<file path="config.mk">
export PLATFORM = sky130hd
export DESIGN_NAME = opamp_switch_control_regs
export DESIGN_NICKNAME = d
export VERILOG_FILES = /design/src/rtl/opamp_switch_pkg.sv /design/src/rtl/opamp_switch_control_regs.sv
export VERILOG_INCLUDE_DIRS = /design/src /design/src/rtl
export SDC_FILE = /design/constraint.sdc
export NUM_CORES = 1
export LEC_CHECK = 0
export BUFFER_PORTS_ARGS = -buffer_cell sky130_fd_sc_hd__buf_2
export CORE_ASPECT_RATIO = 1.4
export CORE_UTILIZATION = 46
export CTS_CLUSTER_SIZE = 40
export DETAILED_ROUTE_END_ITERATION = 10
export GPL_ROUTABILITY_DRIVEN = 0
export PLACE_DENSITY_LB_ADDON = 0.08
export SYNTH_ARGS = -nofsm -noshare
export SYNTH_HDL_FRONTEND = slang
export SYNTH_SLANG_ARGS = --single-unit
export TNS_END_PERCENT = 5
</file>
<file path="constraint.sdc">
create_clock -name pclk -period 2.1 [get_ports pclk]
set_input_delay 0.315 -clock pclk [delete_from_list [all_inputs] [get_ports pclk]]
set_output_delay 0.315 -clock pclk [all_outputs]
set_load 0.02 [all_outputs]
</file>
<file path="src/rtl/opamp_switch_params.svh">
// Register offsets, field positions and reset values for the amplifier bank
`ifndef OPAMP_SWITCH_PARAMS_SVH
`define OPAMP_SWITCH_PARAMS_SVH

// Byte offsets
`define AMP1_STATUS_OFS     12'h000
`define AMP1_CTRL_OFS       12'h004
`define AMP2_STATUS_OFS     12'h008
`define AMP2_CTRL_OFS       12'h00c
`define AMP2_ROUTE_GAIN_OFS 12'h010
`define CMP_SRC_OFS         12'h014

// Status register field
`define STATUS_LEVEL_BIT    7

// Control register fields (both amplifiers)
`define CTRL_CMP_ROUTE_BIT  7
`define CTRL_FEEDBACK_BIT   6
`define CTRL_REF_HI_BIT     5
`define CTRL_REF_LO_BIT     4
`define CTRL_POS_PIN_BIT    3
`define CTRL_NEG_PIN_BIT    2
`define CTRL_OUT_PIN_BIT    1
`define CTRL_ENABLE_BIT     0

// Route and gain register fields
`define RG_NEG_ROUTE_BIT    7
`define RG_POS_ROUTE_BIT    6
`define RG_GAIN_EN_BIT      3
`define RG_GAIN_HI_BIT      2
`define RG_GAIN_LO_BIT      0
// Implemented bits of the route and gain word
`define RG_USED_MASK        8'hcf

// Comparator source register field
`define CMP_SRC_BIT         0

// Reset values
`define CTRL_RESET          8'h0c
`define ROUTE_GAIN_RESET    8'h00
`define CMP_SRC_RESET       1'b1

`endif

</file>
<file path="src/rtl/opamp_switch_pkg.sv">
// Types shared by the amplifier control bank
package opamp_switch_pkg;
    // Reference select code
    typedef enum logic [1:0] {
        ref_none = 2'b00,
        ref_high = 2'b01,
        ref_mid  = 2'b10,
        ref_low  = 2'b11
    } ref_sel_e;
    typedef logic [7:0] reg8_t;
    typedef logic [2:0] gain_sel_t;
endpackage

</file>
<file path="src/rtl/opamp_switch_control_regs.sv">
// Register bank and switch decode for two on-chip amplifiers
//
// Behaviour
// Status bit 7 shows output level, read-only
// Amp1 disabled forces its feedback bit low
// Amp1 positive pin write clears reference field
// Reference code: none, high, mid, low
// Amp2 disabled clears gain enable, feedback
// Amp2 positive pin write clears route, reference
// Amp2 negative pin write clears inverting route
// Gain code 000..111 means 1,8..56
// Gain applies only while gain enabled
// Software clears comparator source before amp1 route
// Software clears source, amp1 route before amp2
// Clear amp2 negative pin before inverting route
// Clear amp2 positive pin before positive route
// Clear pin, route before amp2 reference
// Comparator switch follows amp1 route bit
// Amp1 disabled holds feedback switch open
// Amp1 switches decode from control bits
// Amp1 input pins are I/O unless enabled, selected; output pin unless enabled
// Separate output enable per amplifier
// Route-gain bits 5,4 read zero
// Comparator source: 0 amplifier, 1 pin; reset 1
// Auto-clear lands with the write itself
// Switch outputs decode registers combinationally
//
// Local design decisions: register access over APB and the placing of the registers.
`timescale 1ns/1ps
`default_nettype none
`include "opamp_switch_params.svh"

module opamp_switch_control_regs (
    input  wire logic                        pclk,
    input  wire logic                        presetn,
    input  wire logic                        psel,
    input  wire logic                        penable,
    input  wire logic                        pwrite,
    input  wire logic [11:0]                 paddr,
    input  wire logic [31:0]                 pwdata,
    input  wire logic [3:0]                  pstrb,
    output logic      [31:0]                 prdata,
    output logic                             pready,
    output logic                             pslverr,
    input  wire logic                        amp1_out_level,
    input  wire logic                        amp2_out_level,
    output logic                             amplifier_one_en,
    output logic                             amplifier_two_en,
    output logic                             amp1_out_pin_en,
    output logic                             amp2_out_pin_en,
    output logic                             amp1_pos_pin_switch,
    output logic                             amp1_neg_pin_switch,
    output logic                             amp1_feedback_switch,
    output logic                             amp1_cmp_switch,
    output logic                             high_ref_switch,
    output logic                             mid_ref_switch,
    output logic                             low_ref_switch,
    output logic                             amp1_pos_pin_func,
    output logic                             amp1_neg_pin_func,
    output logic                             amp1_out_pin_func,
    output logic                             amp2_pos_pin_switch,
    output logic                             amp2_neg_pin_switch,
    output logic                             amp2_feedback_sw_ctl,
    output logic                             amp2_cmp_switch,
    output opamp_switch_pkg::ref_sel_e       amp2_ref_sel,
    output logic                             amp1_to_amp2_neg,
    output logic                             amp1_to_amp2_pos,
    output logic                             gain_active,
    output opamp_switch_pkg::gain_sel_t      gain_sel,
    output logic      [5:0]                  gain_value,
    output logic                             cmp_pos_src_sel
);
    import opamp_switch_pkg::*;

    // ------------------------------------------------------------------
    // Storage
    // ------------------------------------------------------------------
    reg8_t      amp1_ctrl_reg;
    reg8_t      amp2_ctrl_reg;
    reg8_t      amp2_route_gain_reg;
    logic       cmp_src;
    logic       amp1_lvl_meta;
    logic       amp1_lvl;
    logic       amp2_lvl_meta;
    logic       amp2_lvl;
    logic       wr_en;
    logic       rd_setup;
    logic       sel_amp1_status;
    logic       sel_amp1_ctrl;
    logic       sel_amp2_status;
    logic       sel_amp2_ctrl;
    logic       sel_route_gain;
    logic       sel_cmp_src;
    logic       addr_hit;
    logic       wr_low;
    reg8_t      wbyte;
    reg8_t      next_amp1_ctrl;
    reg8_t      next_amp2_ctrl;
    reg8_t      next_route_gain;
    ref_sel_e   amp1_ref;

    // ------------------------------------------------------------------
    // Helpers
    // ------------------------------------------------------------------
    // Gain code to gain factor
    function automatic logic [5:0] gain_of(input gain_sel_t code);
        logic [5:0] g;
        g = 6'h00;
        // gain encoding
        if (code == 3'h0) begin
            g = 6'h01;
        end else begin
            g = {code, 3'h0};
        end
        return g;
    endfunction

    // Two-bit reference field of a control byte
    function automatic ref_sel_e ref_of(input reg8_t ctrl);
        ref_sel_e r;
        r = ref_sel_e'(ctrl[`CTRL_REF_HI_BIT:`CTRL_REF_LO_BIT]);
        return r;
    endfunction

    // Status byte: level in the top bit, the rest reads zero
    function automatic reg8_t status_byte(input logic lvl);
        reg8_t s;
        s = 8'h00;
        // level in bit 7
        s[`STATUS_LEVEL_BIT] = lvl;
        return s;
    endfunction

    // ------------------------------------------------------------------
    // APB decode
    // ------------------------------------------------------------------
    // Single-cycle access phase, no wait states
    assign pready   = 1'b1;
    assign wr_en    = psel && penable && pwrite;
    assign rd_setup = psel && !penable && !pwrite;
    // Only byte lane 0 carries register data
    assign wr_low   = wr_en && pstrb[0];
    assign wbyte    = pwdata[7:0];
    // Register selects, one per mapped word
    assign sel_amp1_status = (paddr == `AMP1_STATUS_OFS);
    assign sel_amp1_ctrl   = (paddr == `AMP1_CTRL_OFS);
    assign sel_amp2_status = (paddr == `AMP2_STATUS_OFS);
    assign sel_amp2_ctrl   = (paddr == `AMP2_CTRL_OFS);
    assign sel_route_gain  = (paddr == `AMP2_ROUTE_GAIN_OFS);
    assign sel_cmp_src     = (paddr == `CMP_SRC_OFS);
    // status words hold no storage, writes fall away
    assign addr_hit = sel_amp1_status || sel_amp1_ctrl || sel_amp2_status
                   || sel_amp2_ctrl || sel_route_gain || sel_cmp_src;
    assign pslverr  = psel && penable && !addr_hit;

    // ------------------------------------------------------------------
    // Output level synchronisers
    // ------------------------------------------------------------------
    // Two flops per level since the amplifiers are asynchronous
    // Amplifier one level
    always_ff @(posedge pclk or negedge presetn) begin
        if (!presetn) begin
            amp1_lvl_meta <= 1'b0;
            amp1_lvl      <= 1'b0;
        end else begin
            amp1_lvl_meta <= amp1_out_level;
            amp1_lvl      <= amp1_lvl_meta;
        end
    end

    // Amplifier two level
    always_ff @(posedge pclk or negedge presetn) begin
        if (!presetn) begin
            amp2_lvl_meta <= 1'b0;
            amp2_lvl      <= 1'b0;
        end else begin
            amp2_lvl_meta <= amp2_out_level;
            amp2_lvl      <= amp2_lvl_meta;
        end
    end

    // ------------------------------------------------------------------
    // Next values with hardware interlocks
    // ------------------------------------------------------------------
    // Amplifier one control
    always_comb begin
        next_amp1_ctrl = amp1_ctrl_reg;
        if (wr_low && sel_amp1_ctrl) begin
            next_amp1_ctrl = wbyte;
            // pin select clears ref
            if (wbyte[`CTRL_POS_PIN_BIT]) begin
                next_amp1_ctrl[`CTRL_REF_HI_BIT:`CTRL_REF_LO_BIT] = 2'b00;
            end
        end
        // disabled clears feedback
        if (!next_amp1_ctrl[`CTRL_ENABLE_BIT]) begin
            next_amp1_ctrl[`CTRL_FEEDBACK_BIT] = 1'b0;
        end
    end

    // Amplifier two control and route-gain, written together
    always_comb begin
        next_amp2_ctrl  = amp2_ctrl_reg;
        next_route_gain = amp2_route_gain_reg;
        if (wr_low && sel_route_gain) begin
            // bits 5,4 unimplemented
            next_route_gain = wbyte & `RG_USED_MASK;
        end
        if (wr_low && sel_amp2_ctrl) begin
            next_amp2_ctrl = wbyte;
            // positive pin clears
            if (wbyte[`CTRL_POS_PIN_BIT]) begin
                next_amp2_ctrl[`CTRL_REF_HI_BIT:`CTRL_REF_LO_BIT] = 2'b00;
                next_route_gain[`RG_POS_ROUTE_BIT] = 1'b0;
            end
            // negative pin clears
            if (wbyte[`CTRL_NEG_PIN_BIT]) begin
                next_route_gain[`RG_NEG_ROUTE_BIT] = 1'b0;
            end
        end
        // disabled clears bits
        if (!next_amp2_ctrl[`CTRL_ENABLE_BIT]) begin
            next_amp2_ctrl[`CTRL_FEEDBACK_BIT] = 1'b0;
            next_route_gain[`RG_GAIN_EN_BIT]   = 1'b0;
        end
    end

    // ------------------------------------------------------------------
    // Registers
    // ------------------------------------------------------------------
    // interlocks land with the write
    // Amplifier one control
    always_ff @(posedge pclk or negedge presetn) begin
        if (!presetn) begin
            amp1_ctrl_reg <= `CTRL_RESET;
        end else begin
            amp1_ctrl_reg <= next_amp1_ctrl;
        end
    end

    // Amplifier two control
    always_ff @(posedge pclk or negedge presetn) begin
        if (!presetn) begin
            amp2_ctrl_reg <= `CTRL_RESET;
        end else begin
            amp2_ctrl_reg <= next_amp2_ctrl;
        end
    end

    // Route and gain
    always_ff @(posedge pclk or negedge presetn) begin
        if (!presetn) begin
            amp2_route_gain_reg <= `ROUTE_GAIN_RESET;
        end else begin
            amp2_route_gain_reg <= next_route_gain;
        end
    end

    // ------------------------------------------------------------------
    // Comparator source
    // ------------------------------------------------------------------
    // comparator source, resets to pin
    always_ff @(posedge pclk or negedge presetn) begin
        if (!presetn) begin
            cmp_src <= `CMP_SRC_RESET;
        end else if (wr_low && sel_cmp_src) begin
            cmp_src <= wbyte[`CMP_SRC_BIT];
        end
    end

    // ------------------------------------------------------------------
    // Read data
    // ------------------------------------------------------------------
    // Captured in the setup cycle, stands through the access phase
    always_ff @(posedge pclk or negedge presetn) begin
        if (!presetn) begin
            prdata <= 32'h0000_0000;
        end else if (rd_setup) begin
            case (paddr)
                // level in bit 7
                `AMP1_STATUS_OFS:     prdata <= {24'h0, status_byte(amp1_lvl)};
                `AMP2_STATUS_OFS:     prdata <= {24'h0, status_byte(amp2_lvl)};
                `AMP1_CTRL_OFS:       prdata <= {24'h0, amp1_ctrl_reg};
                `AMP2_CTRL_OFS:       prdata <= {24'h0, amp2_ctrl_reg};
                `AMP2_ROUTE_GAIN_OFS: prdata <= {24'h0, amp2_route_gain_reg};
                `CMP_SRC_OFS:         prdata <= {31'h0, cmp_src};
                default:              prdata <= 32'h0000_0000;
            endcase
        end
    end

    // ------------------------------------------------------------------
    // Switch decode
    // ------------------------------------------------------------------
    // pure decode of register bits
    assign amp1_ref = ref_of(amp1_ctrl_reg);
    assign amplifier_one_en = amp1_ctrl_reg[`CTRL_ENABLE_BIT];
    assign amplifier_two_en = amp2_ctrl_reg[`CTRL_ENABLE_BIT];
    // separate output enables
    assign amp1_out_pin_en  = amp1_ctrl_reg[`CTRL_OUT_PIN_BIT];
    assign amp2_out_pin_en  = amp2_ctrl_reg[`CTRL_OUT_PIN_BIT];
    // amp1 pin switches
    assign amp1_pos_pin_switch = amp1_ctrl_reg[`CTRL_POS_PIN_BIT];
    assign amp1_neg_pin_switch = amp1_ctrl_reg[`CTRL_NEG_PIN_BIT];
    // feedback open when disabled
    assign amp1_feedback_switch = amp1_ctrl_reg[`CTRL_FEEDBACK_BIT]
                               && amplifier_one_en;
    // comparator route switch
    assign amp1_cmp_switch = amp1_ctrl_reg[`CTRL_CMP_ROUTE_BIT];
    // reference decode
    assign high_ref_switch = (amp1_ref == ref_high);
    assign mid_ref_switch  = (amp1_ref == ref_mid);
    assign low_ref_switch  = (amp1_ref == ref_low);

    // ------------------------------------------------------------------
    // Pin ownership
    // ------------------------------------------------------------------
    // pin function ownership
    assign amp1_out_pin_func = amplifier_one_en;
    assign amp1_pos_pin_func = amplifier_one_en && amp1_pos_pin_switch;
    assign amp1_neg_pin_func = amplifier_one_en && amp1_neg_pin_switch;

    // ------------------------------------------------------------------
    // Amplifier two controls passed out for its own decode
    // ------------------------------------------------------------------
    assign amp2_pos_pin_switch  = amp2_ctrl_reg[`CTRL_POS_PIN_BIT];
    assign amp2_neg_pin_switch  = amp2_ctrl_reg[`CTRL_NEG_PIN_BIT];
    assign amp2_feedback_sw_ctl = amp2_ctrl_reg[`CTRL_FEEDBACK_BIT]
                               && amplifier_two_en;
    assign amp2_cmp_switch      = amp2_ctrl_reg[`CTRL_CMP_ROUTE_BIT];
    assign amp2_ref_sel         = ref_of(amp2_ctrl_reg);
    assign amp1_to_amp2_neg = amp2_route_gain_reg[`RG_NEG_ROUTE_BIT];
    assign amp1_to_amp2_pos = amp2_route_gain_reg[`RG_POS_ROUTE_BIT];

    // ------------------------------------------------------------------
    // Gain
    // ------------------------------------------------------------------
    // gain only when enabled
    assign gain_active = amp2_route_gain_reg[`RG_GAIN_EN_BIT]
                      && amplifier_two_en;
    assign gain_sel    = amp2_route_gain_reg[`RG_GAIN_HI_BIT:`RG_GAIN_LO_BIT];
    assign gain_value  = gain_active ? gain_of(gain_sel) : 6'h01;
    assign cmp_pos_src_sel = cmp_src;

endmodule // opamp_switch_control_regs

`default_nettype wire

</file>
Word level (Yosys, flattened, before mapping)
Cells that the tools add are included.
W data, S select, Z words.
- register bits: 59
- latch bits: 0
- RAM bits: 0
- bits in read-only memories: 0
- input port bits: 55
- output and inout bits: 67
- logic and storage cells: 64
- memories kept: 0
- $add $sub $neg: 0
- multiply operators: 0
- div/mod/pow operators: 0
- magnitude comparators: 0
- eq/ne operators: 11
- shifts and indexed selects: 0
- muxes and demuxes: 13
- bitwise operators: 0
- reduce and logical (&&, ||, !) cells: 25
- operator list (cell ; count):
    $pmux W8 S6 ; 1
    $eq A12 B4 Y1 const B ; 2
    $eq A12 B5 Y1 const B ; 2
    $logic_and A1 B1 Y1 ; 15
    $mux W7 ; 2
    $eq A12 B3 Y1 const B ; 1
    $logic_not A12 Y1 ; 1
    $mux W6 ; 2
    $mux W8 ; 1
    $ne A2 B1 Y1 const B ; 3
    $logic_or A1 B1 Y1 ; 5
    $mux W1 ; 5
    $eq A2 B2 Y1 const B ; 2
    $mux W2 ; 2
    $logic_not A1 Y1 ; 3
    $logic_not A3 Y1 ; 1
    $eq A2 B1 Y1 const B ; 1

Depth between registers and ports, before layout
Gate-level depths: netlist of the first run.
- depth after elaboration: 8
- mapped depth: 6
- mapped depth without buffers: 4

Least setup slack after synthesis of the first run
Ideal clock, no wire load.
- path type: input-to-reg
- from: in paddr[9]
- to: reg amp1_ctrl_reg[0]
- library setup time: 128 ps
- data arrival time: 1536 ps
- data required time: 1972 ps
- setup slack: 436 ps
- stages on the path: 5
- buffers on the path: 1
- path through: nor4_2 > nand4_1 > or2_1 > buf_2 > mux2_1
- cells in the longest elaborated chain, start to end: 3
- RTL lines (item ; line ; RTL):
    from (decl) ; opamp_switch_control_regs.sv:39 ; input wire logic [11:0] paddr,
    $eq A12 B3 Y1 ; - ;
    $logic_and A1 B1 Y1 ; opamp_switch_control_regs.sv:188 ; if (wr_low && sel_amp1_ctrl) begin
    $mux W7 ; opamp_switch_control_regs.sv:188 ;
    net next_amp1_ctrl[0] ; opamp_switch_control_regs.sv:97 ; reg8_t next_amp1_ctrl;
    to (signal assigned) ; opamp_switch_control_regs.sv:235 ; amp1_ctrl_reg <= `CTRL_RESET;
    to (signal assigned) ; opamp_switch_control_regs.sv:237 ; amp1_ctrl_reg <= next_amp1_ctrl;
    to (decl) ; opamp_switch_control_regs.sv:78 ; reg8_t amp1_ctrl_reg;
The timed path passes the listed nets, and every way through them passes these cells. The select of a mux whose other input is x is not followed.
A chain may end at the register's enable or synchronous reset.

Worst setup path after layout of the first run
- from: in paddr[9]
- to: out pslverr
- cells in the longest elaborated chain, start to end: 8
- elaborated cells between the ends (all ways): 13
- classes of those cells: eq/ne: 5; reduce/logical: 8
- RTL lines (item ; line ; RTL):
    $eq A12 B3 Y1 or $logic_not A12 Y1 (tied branches) ; - ;
    $logic_or A1 B1 Y1 (2 in a row) ; opamp_switch_control_regs.sv:152 ; assign addr_hit = sel_amp1_status || sel_amp1_ctrl || sel_amp2_status
    $logic_or A1 B1 Y1 (2 in a row) ; opamp_switch_control_regs.sv:153 ; || sel_amp2_ctrl || sel_route_gain || sel_cmp_src;
    $logic_or A1 B1 Y1 (*) ; opamp_switch_control_regs.sv:153 ;
    $logic_not A1 Y1 (*) ; opamp_switch_control_regs.sv:154 ; assign pslverr = psel && penable && !addr_hit;
    $logic_and A1 B1 Y1 (*) ; opamp_switch_control_regs.sv:154 ;
    to (decl) ; opamp_switch_control_regs.sv:44 ; output logic pslverr,
Every way passes the cells marked *; elsewhere a longest branch is shown, timed or not.

==> qor.csv, run 1 <==
stage,metric,value,unit
cts,cts.sinks,35,
yosys,yosysSeqAreaShare,44.7,%
yosys,yosysMostFrequentCell,buf_4,
yosys,synth.area.top_cells,"dfrtp_1 (38%), buf_4 (13%), dfstp_2 (6.7%)",
critical_path,reg2reg_from,amp2_ctrl_reg[7],
routing,wl_per_cell,14.3,um
grt,grt_usage,20.8,%
routing,wirelength,4310,um
final_layout,final.fill_count,394,
pwr,intPower,0.948,mW
floorplan,die_h,79.5,um
floorplan,fp.dieW,57.4,um
grt,grtUsageMet1,27.0,%
routing,detailroute.via_count,1549,
placement,placed_area,0.00222,mm^2
yosys,synth_top_cell_area_share,38.0,%
cts,cts_buffers,5,
grt,grt_antenna_before_repair,0,
pwr,p_switching,0.321,mW
grt,grt_use_met2,34.8,%
final_layout,antenna_cells,0,
yosys,syn_avg_cell_area,10.3,um^2
yosys,synth_edf_count,0,
yosys,syn_inst,191,
cts,h-tree-depth,2,
final_layout,fin_util,57.2,%
pwr,p_sw_share,25.3,%
yosys,synth-main-ff-cell,dfrtp_1,
critical_path,max_stage_delay,0.58,ns
pwr,power,1.27,mW
pwr,leakagePower,1.24,nW
sta,setup_viol,0,
yosys,yosysWarnings,0,
routing,drc,8,
routing,firstDrtPassIters,9,
sta,max_slew_margin,48.8,%
critical_path,r2r_end,prdata[7],
yosys,synth_top_area_cell,dfrtp_1,
cts,clock_path_buffers,2,
sta,clock_skew,0.00894,ns
critical_path,crit_type,input pin to output pin,
cts,cts_hold_buf,0,
pwr,clkPwrFrac,36.1,%
cts,cts-root-buf,clkbuf_8,
critical_path,cp_cell_sequence,"buf_2, or4_4, nor2_1, a31oi_1, buf_2",
yosys,synth_area,0.00197,mm^2
placement,io_buffers,67,
cts,clkLatencyLatePin,0.29,ns
sta,max_slew.worst_pin.slew,0.768,ns
critical_path,ff2ff_setup_slack,0.77,ns
floorplan,start_util,49.1,%
grt,grt_max_degree,36,
sta,rsz0062_at_grt,no,
worst_hold_path,hold_path_class,input pin to async pin,
cts,clk_pin_slew,0.06,ns
final_layout,finalNetCount,312,
final_layout,stdcell_area,0.00230,mm^2
grt,grt_pass1_wl,7090,um
critical_path,cp-end-kind,output pin,
cts,cts_setup_buffers,0,
routing,antenna_left,0,
sta,max_freq,533,MHz
cts,post_cts_resize_count,0,
critical_path,crit_path_frequent_cell,buf_2,
outcome,violations,DRC,
grt,gr-usage-met3,4.05,%
yosys,synth_common_cells,"buf_4 (33), dfrtp_1 (30), nand2_1 (17)",
critical_path,worst_setup_path_start_kind,input pin,
grt,grt_pass1_vias,1443,
critical_path,path_delay_family,simple AND/OR/NAND/NOR gates,
grt,gr-total-overflow,0,
pwr,cellPowerDensity,552,mW/mm^2
sta,period_needed,1.87,ns
critical_path,worst-path-buf-inv,2,
critical_path,arrival,1.56,ns
pwr,power_frac_seq,53.6,%
yosys,synthDistinctLibCells,43,
floorplan,ios,122,
final_layout,layout-drive-gt1-share,38.8,%
job,cap_violations,0,
final_layout,area_growth,16.5,%
yosys,async_reset_ff_share,100,%
floorplan,rows,27,
floorplan,core_area,0.00402,mm^2
critical_path,critPathSlowestCell,or4_4,
routing,drt_iter0_markers,75,
critical_path,cp.required,1.78,ns
sta,setup-tns-final,0,ns
critical_path,cp_max_fo,4,
cts,cts_tree,yes,
sta,finalMaxSlewViolations,0,
outcome,status,"complete, but fails checks",
sta,min_period_over_period,89.3,%
placement,place_hpwl,3360,um
floorplan,fp.dieArea,0.00456,mm^2
routing,viasPerCell,5.15,
yosys,ys_ff_latch,35,
pwr,p_comb_share,10.3,%
pwr,irDropWorstVdd,0.505,mV
grt,top_usage_layer,met2,
sta,hold_viol_final,0,
critical_path,r2r_cells,4,
## power by group through the flow
stage | Combinational (mW) | Sequential (mW) | Clock (mW)
floorplan | 0.118 | 0.692 | 0
global placement | 0.131 | 0.692 | 0
detailed placement | 0.132 | 0.692 | 0
CTS | 0.132 | 0.680 | 0.473
global route | 0.146 | 0.680 | 0.502
finish | 0.131 | 0.680 | 0.458
## layout by cell type, fill, tap and decap left out, types with 4 or more instances in the layout
master	n
and2_1	5
buf_2	67
nor2b_1	5
dfrtp_1	30
mux2_1	5
o21ai_0	10
dfstp_2	5
mux2_2	8
conb_1	27
inv_1	4
clkbuf_8	5
nand2_1	17
nor2_1	5
o21ai_1	8
buf_4	6
## worst max-delay path by stage
stage,startpoint,slack (ns),end,cells after the start
after detailed placement,paddr[9],0.17,prdata[6],5
after global placement,paddr[9],0.20,amp1_ctrl_reg[5],5
after CTS,paddr[9],0.22,pslverr,5
final,paddr[9],0.23,pslverr,5
after global routing,paddr[9],0.18,pslverr,5
after floorplan,paddr[9],0.44,amp1_ctrl_reg[0],5
## logic make-up after synthesis
kind of cell / synth area share, %
compound gates: 10.3
other cells: 0.380
mux: 10.1
flops: 44.7
buf+inv: 15.0
simple gates: 19.6
## area by class of cell
type | instances | area (um^2) | share of cell area [%]
clock buffer | 8 | 80.1 | 3.48
inverter | 4 | 15.0 | 0.653
multi-input combinational | 138 | 890 | 38.7
sequential | 35 | 882 | 38.3
tap | 43 | 53.8 | 2.34
timing repair buffer | 73 | 380 | 16.5
## per-stage QoR
| step | setup WS (ns) | hold WS, ns | instances |
|---|---|---|---|
| after floorplan | 0.436 | 0.0194 | 216 |
| after global placement | 0.199 | 0.332 | 293 |
| after detailed placement | 0.175 | 0.337 | 293 |
| after CTS | 0.216 | 0.125 | 301 |
| after global routing | 0.177 | 0.129 | 301 |
| final | 0.225 | 0.104 | 301 |
## routing by layer
| layer | up-vias | share of wire [%] |
|---|---|---|
| li1 | 756 | - |
| met1 | 715 | 42 |
| met2 | 71 | 50 |
| met3 | 7 | 6.4 |
| met4 | 0 | 1.3 |
| met5 | - | 0 |
Power figures use the tool's default switching activity.
==> run 2, diff against run 1 <==
==> constraint.sdc (replaced) <==
create_clock -name pclk -period 2.1 [get_ports pclk]
set_input_delay 0.315 -clock pclk [delete_from_list [all_inputs] [get_ports pclk]]
set_output_delay 0.315 -clock pclk [all_outputs]
set_load 0.05 [all_outputs]
==> run 2 against run 1 <==
Net effect: the run still ends with DRC left; clock power rose by 2%; final area rose by 0.60%; power rose by 6.1%; sequential share of layout area fell by 0.23 points; clock-buffer cell count fell by 1; highest routed layer unchanged.
==> qor.csv, run 2 (synthesis gave the netlist of run 1 again) <==
stage,metric,value,unit,change
outcome,status,"complete, but fails checks",,unchanged
outcome,violations,DRC,,unchanged
placement,placed_area,0.00223,mm^2,was 0.00222 mm^2
critical_path,cp-startpoint,paddr[9],,unchanged
routing,antenna_left,0,,unchanged
sta,clock_skew,0.00536,ns,was 0.00894 ns
grt,grt_usage,20.1,%,was 20.8%
sta,min_period_over_period,90.7,%,was 89.3%
floorplan,start_util,49.1,%,unchanged
placement,io_buffers,67,,unchanged
floorplan,fp.dieW,57.4,um,unchanged
grt,grt_pass1_wl,6870,um,was 7090 um
final_layout,area_growth,17.2,%,was 16.5%
cts,clk_pin_slew,0.07,ns,was 0.06 ns
cts,cts_buffers,5,,unchanged
routing,detailroute.via_count,1553,,"was 1,549"
critical_path,worst_setup_path_start_kind,input pin,,unchanged
cts,cts-root-buf,clkbuf_8,,unchanged
routing,wl_per_cell,14.3,um,about the same
grt,grt_max_degree,36,,unchanged
sta,hold_ws,0.110,ns,was 0.104 ns
cts,clkLatencyLatePin,0.29,ns,about the same
cts,post_cts_resize_count,0,,unchanged
sta,hold_viol_final,0,,unchanged
placement,place_ws,0.194,ns,was 0.175 ns
critical_path,cp.required,1.78,ns,about the same
pwr,cellPowerDensity,582,mW/mm^2,was 552 mW/mm^2
cts,cts_setup_buffers,0,,unchanged
grt,grt_pass1_vias,1445,,"was 1,443"
floorplan,fp.dieArea,0.00456,mm^2,unchanged
critical_path,cp-end-kind,output pin,,unchanged
floorplan,rows,27,,unchanged
final_layout,antenna_cells,0,,unchanged
critical_path,crit_type,input pin to output pin,,unchanged
placement,place_hpwl,3320,um,was 3360 um
final_layout,stdcell_area,0.00231,mm^2,was 0.00230 mm^2
routing,firstDrtPassIters,8,,was 9
critical_path,arrival,1.59,ns,was 1.56 ns
sta,rsz0062_at_grt,no,,unchanged
cts,cts_tree,yes,,unchanged
floorplan,core_area,0.00402,mm^2,unchanged
final_layout,mostFrequentLayoutCells,"buf_2 (67), dfrtp_1 (30), conb_1 (27), nand2_1 (17), o21ai_0 (10)",,unchanged
floorplan,die_h,79.5,um,unchanged
routing,drc,9,,was 8
routing,wirelength,4330,um,was 4310 um
sta,setup_ws,0.195,ns,was 0.225 ns
cts,cts_hold_buf,0,,unchanged
pwr,power,1.35,mW,was 1.27 mW
cts,cts.sinks,35,,unchanged
sta,period_needed,1.90,ns,was 1.87 ns
sta,max_slew.worst_pin.slew,0.787,ns,was 0.768 ns
final_layout,layout-drive-gt1-share,39.8,%,was 38.8%
critical_path,reg2reg_from,amp2_ctrl_reg[7],,unchanged
final_layout,mostFrequentLayoutCell,buf_2,,unchanged
pwr,leakagePower,1.25,nW,was 1.24 nW
routing,drt_iter0_markers,51,,was 75
worst_hold_path,hold_path_class,input pin to async pin,,unchanged
cts,h-tree-depth,2,,unchanged
critical_path,cp_max_fo,4,,unchanged
final_layout,finalNetCount,313,,was 312
floorplan,ios,122,,unchanged
pwr,irDropWorstVdd,0.487,mV,was 0.505 mV
sta,setup_viol,0,,unchanged
final_layout,multi_input_area,895,um^2,was 890 um^2
sta,finalMaxSlewViolations,0,,unchanged
routing,viasPerCell,5.14,,was 5.15
grt,grt_antenna_before_repair,0,,unchanged
cts,clock_path_buffers,2,,unchanged
sta,max_freq,525,MHz,was 533 MHz
final_layout,final.fill_count,372,,was 394
final_layout,seqCellArea,882,um^2,unchanged
job,cap_violations,0,,unchanged
grt,gr-total-overflow,0,,unchanged
sta,setup-tns-final,0,ns,unchanged
sta,max_slew_margin,47.5,%,was 48.8%
[run 2: worst paths after layout]
path                                           to  slack [ns]  depth (start not counted)
hold / removal             amp2_route_gain_reg[1]        0.11                          1
max in group asynchronous           amp1_lvl_meta        1.49                          1
hold reg to reg                          amp2_lvl        0.35                          0
setup / recovery                          pslverr        0.20                          5
min in group pclk                   amp1_lvl_meta        0.13                          1
setup reg to reg                        prdata[7]        0.72                          4
[run 2: layer usage]
metal  vias up  track usage, %  share of wire [%]
met1       717            25.3                 43
met4         0            5.37               0.65
li1        761               -                  -
met3         4            4.86                6.7
met5         -               0                  0
met2        71            34.1                 50
[run 2: layout make-up]
cell class / count / area share, %
clock inverters: 1 / 0.216
clock buffers: 7 / 3.30
well taps: 43 / 2.32
inverters: 4 / 0.649
flip-flops and latches: 35 / 38.1
multi-input cells: 138 / 38.6
repair buffers: 74 / 16.8
[run 2: critical path, stage by stage]
cell and delay, ns:
buf_2 0.11, or4_4 0.58, nor2_1 0.25, a31oi_1 0.11, buf_2 0.22
[run 2: through the flow]
step	std cells	utilization (%)
final	302	57.6
after global routing	302	57.6
after CTS	302	57.6
after detailed placement	294	55.6
after global placement	294	55.6
after floorplan	216	-
[run 2: power breakdown]
| part | total (mW) | leakage, nW | switching (mW) | internal (mW) |
|---|---|---|---|---|
| sequential | 0.680 | 0.462 | 0.00113 | 0.679 |
| clock | 0.469 | 0.0422 | 0.236 | 0.233 |
| combinational | 0.198 | 0.749 | 0.163 | 0.0355 |
==> run 3, diff against run 2 <==
--- a/config.mk
+++ b/config.mk
@@ -6,12 +6,11 @@
 export SDC_FILE = /design/constraint.sdc
 export NUM_CORES = 1
 export LEC_CHECK = 0
-export BUFFER_PORTS_ARGS = -buffer_cell sky130_fd_sc_hd__buf_2
 export CORE_ASPECT_RATIO = 1.4
-export CORE_UTILIZATION = 46
+export CORE_UTILIZATION = 51
 export CTS_CLUSTER_SIZE = 40
 export DETAILED_ROUTE_END_ITERATION = 10
-export GPL_ROUTABILITY_DRIVEN = 0
+export DONT_BUFFER_PORTS = 1
 export PLACE_DENSITY_LB_ADDON = 0.08
 export SYNTH_ARGS = -nofsm -noshare
 export SYNTH_HDL_FRONTEND = slang
==> run 3 against run 2 <==
Net effect: non-clock buffer count down 53; critical path depth fell by 2; the run now ends clean; wire length increased by 1.3%; sequential power hardly changed; register-to-register slack got worse by 0.18 ns; sequential share of layout area rose by 3.0 points; cell count down 18%; global-route usage up 2.9 points; final area decreased by 7.2%; setup slack better by 0.082 ns; maximum frequency rose by 4.5%.
==> qor.csv, run 3 (synthesis gave the netlist of run 1 again) <==
stage,metric,value,unit,change
final_layout,layout-drive-gt1-share,24.8,%,was 39.8%
routing,antenna_left,0,,unchanged
pwr,irDropWorstVdd,0.672,mV,was 0.487 mV
floorplan,fp.dieW,54.6,um,was 57.4 um
floorplan,fp.dieArea,0.00413,mm^2,was 0.00456 mm^2
floorplan,die_h,75.6,um,was 79.5 um
floorplan,ios,122,,unchanged
routing,viasPerCell,5.69,,was 5.14
critical_path,arrival,1.51,ns,was 1.59 ns
pwr,p_sw_share,26.0,%,was 29.7%
cts,cts_setup_buffers,0,,unchanged
cts,cts-root-buf,clkbuf_8,,unchanged
outcome,status,"finished, final reports clean",,"was complete, but fails checks"
placement,dp.cells,238,,was 294
final_layout,stdcell_area,0.00215,mm^2,was 0.00231 mm^2
cts,cts_buffers,5,,unchanged
grt,grt_usage,23.0,%,was 20.1%
cts,post_cts_resize_count,0,,unchanged
final_layout,instances_no_fill,248,,was 302
pwr,power,1.47,mW,was 1.35 mW
cts,cts_tree,yes,,unchanged
floorplan,rows,26,,was 27
critical_path,cp-end-kind,output pin,,unchanged
grt,gr-total-overflow,0,,unchanged
critical_path,cp_max_fo,4,,unchanged
sta,max_slew_margin,63.4,%,was 47.5%
grt,grt_antenna_before_repair,0,,unchanged
critical_path,worst_setup_path_start_kind,flop,,was input pin
sta,period_needed,1.82,ns,was 1.90 ns
pwr,cellPowerDensity,682,mW/mm^2,was 582 mW/mm^2
sta,max_slew.worst_pin.slew,0.549,ns,was 0.787 ns
cts,cts.sinks,35,,unchanged
pwr,p_comb_share,11.0,%,was 14.7%
placement,placed_area,0.00200,mm^2,was 0.00223 mm^2
pwr,leakagePower,1.03,nW,was 1.25 nW
pwr,p_switching,0.381,mW,was 0.400 mW
floorplan,start_util,53.7,%,was 49.1%
placement,io_buffers,0,,was 67
sta,setup-tns-final,0,ns,unchanged
sta,min_period_over_period,86.8,%,was 90.7%
sta,clock_skew,0.00697,ns,was 0.00536 ns
pwr,intPower,1.08,mW,was 0.947 mW
routing,wl_per_cell,17.7,um,was 14.3 um
cts,clk_pin_slew,0.07,ns,about the same
cts,clock_path_buffers,2,,unchanged
placement,routabilityCongestion,0.758,,
routing,detailroute.via_count,1410,,"was 1,553"
final_layout,antenna_cells,0,,unchanged
grt,grt_pass1_wl,6530,um,was 6870 um
final_layout,mostFrequentLayoutCell,dfrtp_1,,was buf_2
worst_hold_path,hold_path_class,input pin to flop,,was input pin to async pin
routing,drt_iter0_markers,42,,was 51
cts,h-tree-depth,2,,unchanged
pwr,clkPwrFrac,42.6,%,was 34.8%
cts,cts_hold_buf,2,,was 0
grt,grt_pass1_vias,1357,,"was 1,445"
pwr,power_frac_seq,46.4,%,was 50.5%
critical_path,cp.required,1.78,ns,about the same
final_layout,finalNetCount,260,,was 313
grt,grt_max_degree,36,,unchanged
cts,clkLatencyLatePin,0.29,ns,about the same
final_layout,area_growth,8.75,%,was 17.2%
routing,drc,0,,was 9
critical_path,crit_type,flop to output pin,,was input pin to output pin
sta,max_freq,549,MHz,was 525 MHz
floorplan,core_area,0.00368,mm^2,was 0.00402 mm^2
job,cap_violations,0,,unchanged
routing,firstDrtPassIters,6,,was 8
sta,hold_viol_final,0,,unchanged
routing,wirelength,4380,um,was 4330 um
sta,setup_viol,0,,unchanged
placement,place_hpwl,3390,um,was 3320 um
sta,finalMaxSlewViolations,0,,unchanged
sta,rsz0062_at_grt,no,,unchanged
final_layout,mostFrequentLayoutCells,"dfrtp_1 (30), conb_1 (27), buf_4 (18), nand2_1 (17), o21ai_0 (10)",,"was buf_2 (67), dfrtp_1 (30), conb_1 (27), nand2_1 (17), o21ai_0 (10)"
run 3: cell count changes in the layout (fill, tap and decap cells not counted):
cell / before / now
buf_12: 0 / 2
buf_2: 67 / 0
buf_4: 7 / 18
bufinv_16: 0 / 1
clkbuf_1: 2 / 0
clkbuf_8: 5 / 6
dlygate4sd3_1: 0 / 1
run 3: layout make-up:
| type | count | area, um^2 |
|---|---|---|
| inverter | 4 | 15.0 |
| fill | 328 | 1530 |
| timing repair buffer | 21 | 185 |
| clock buffer | 6 | 82.6 |
| tap | 42 | 52.6 |
| clock inverter | 2 | 35.0 |
| sequential | 35 | 882 |
| multi-input combinational | 138 | 895 |
run 3: routing by layer:
metal	wire length [um]	global-route usage, %
met3	354	7.58
met4	91	9.69
met1	1690	27.5
met5	0	0
met2	2250	37.2
run 3: path summary, 6_finish.rpt:
kind | from | end | slack, ns | cells after the start
max | amp2_route_gain_reg[1] | gain_value[0] | 0.28 | 3
min | amp1_out_level | amp1_lvl_meta | 0.05 | 0
max reg2reg | amp1_ctrl_reg[7] | prdata[7] | 0.54 | 4
min reg2reg | amp1_lvl_meta | amp1_lvl | 0.36 | 0
max in group asynchronous | presetn | amp2_ctrl_reg[3] | 1.38 | 2
min in group asynchronous | presetn | amp1_ctrl_reg[1] | 0.47 | 2
run 3: critical path, cell delays in order, from the launching register on:
cell,delay [ns]
dfrtp_1,0.59
and3_1,0.32
nor3_2,0.10
buf_4,0.21
run 3: per-stage QoR:
stage | hold WS, ns | util (%) | setup WS [ns]
2_1_floorplan | 0.0194 | - | 0.00250
6_report | 0.0528 | 58.4 | 0.278
5_1_grt | 0.0360 | 58.4 | 0.219
4_1_cts | 0.0453 | 58.4 | 0.261
3_5_place_dp | 0.0203 | 54.4 | 0.243
3_3_place_gp | 0.0202 | 54.4 | 0.264
run 3: power groups by stage:
stage	logic [mW]	registers (mW)	clock network, mW
2_1_floorplan	0.184	0.693	0
3_3_place_gp	0.141	0.693	0
3_5_place_dp	0.142	0.693	0
4_1_cts	0.161	0.680	0.631
5_1_grt	0.174	0.680	0.660
6_report	0.161	0.680	0.624
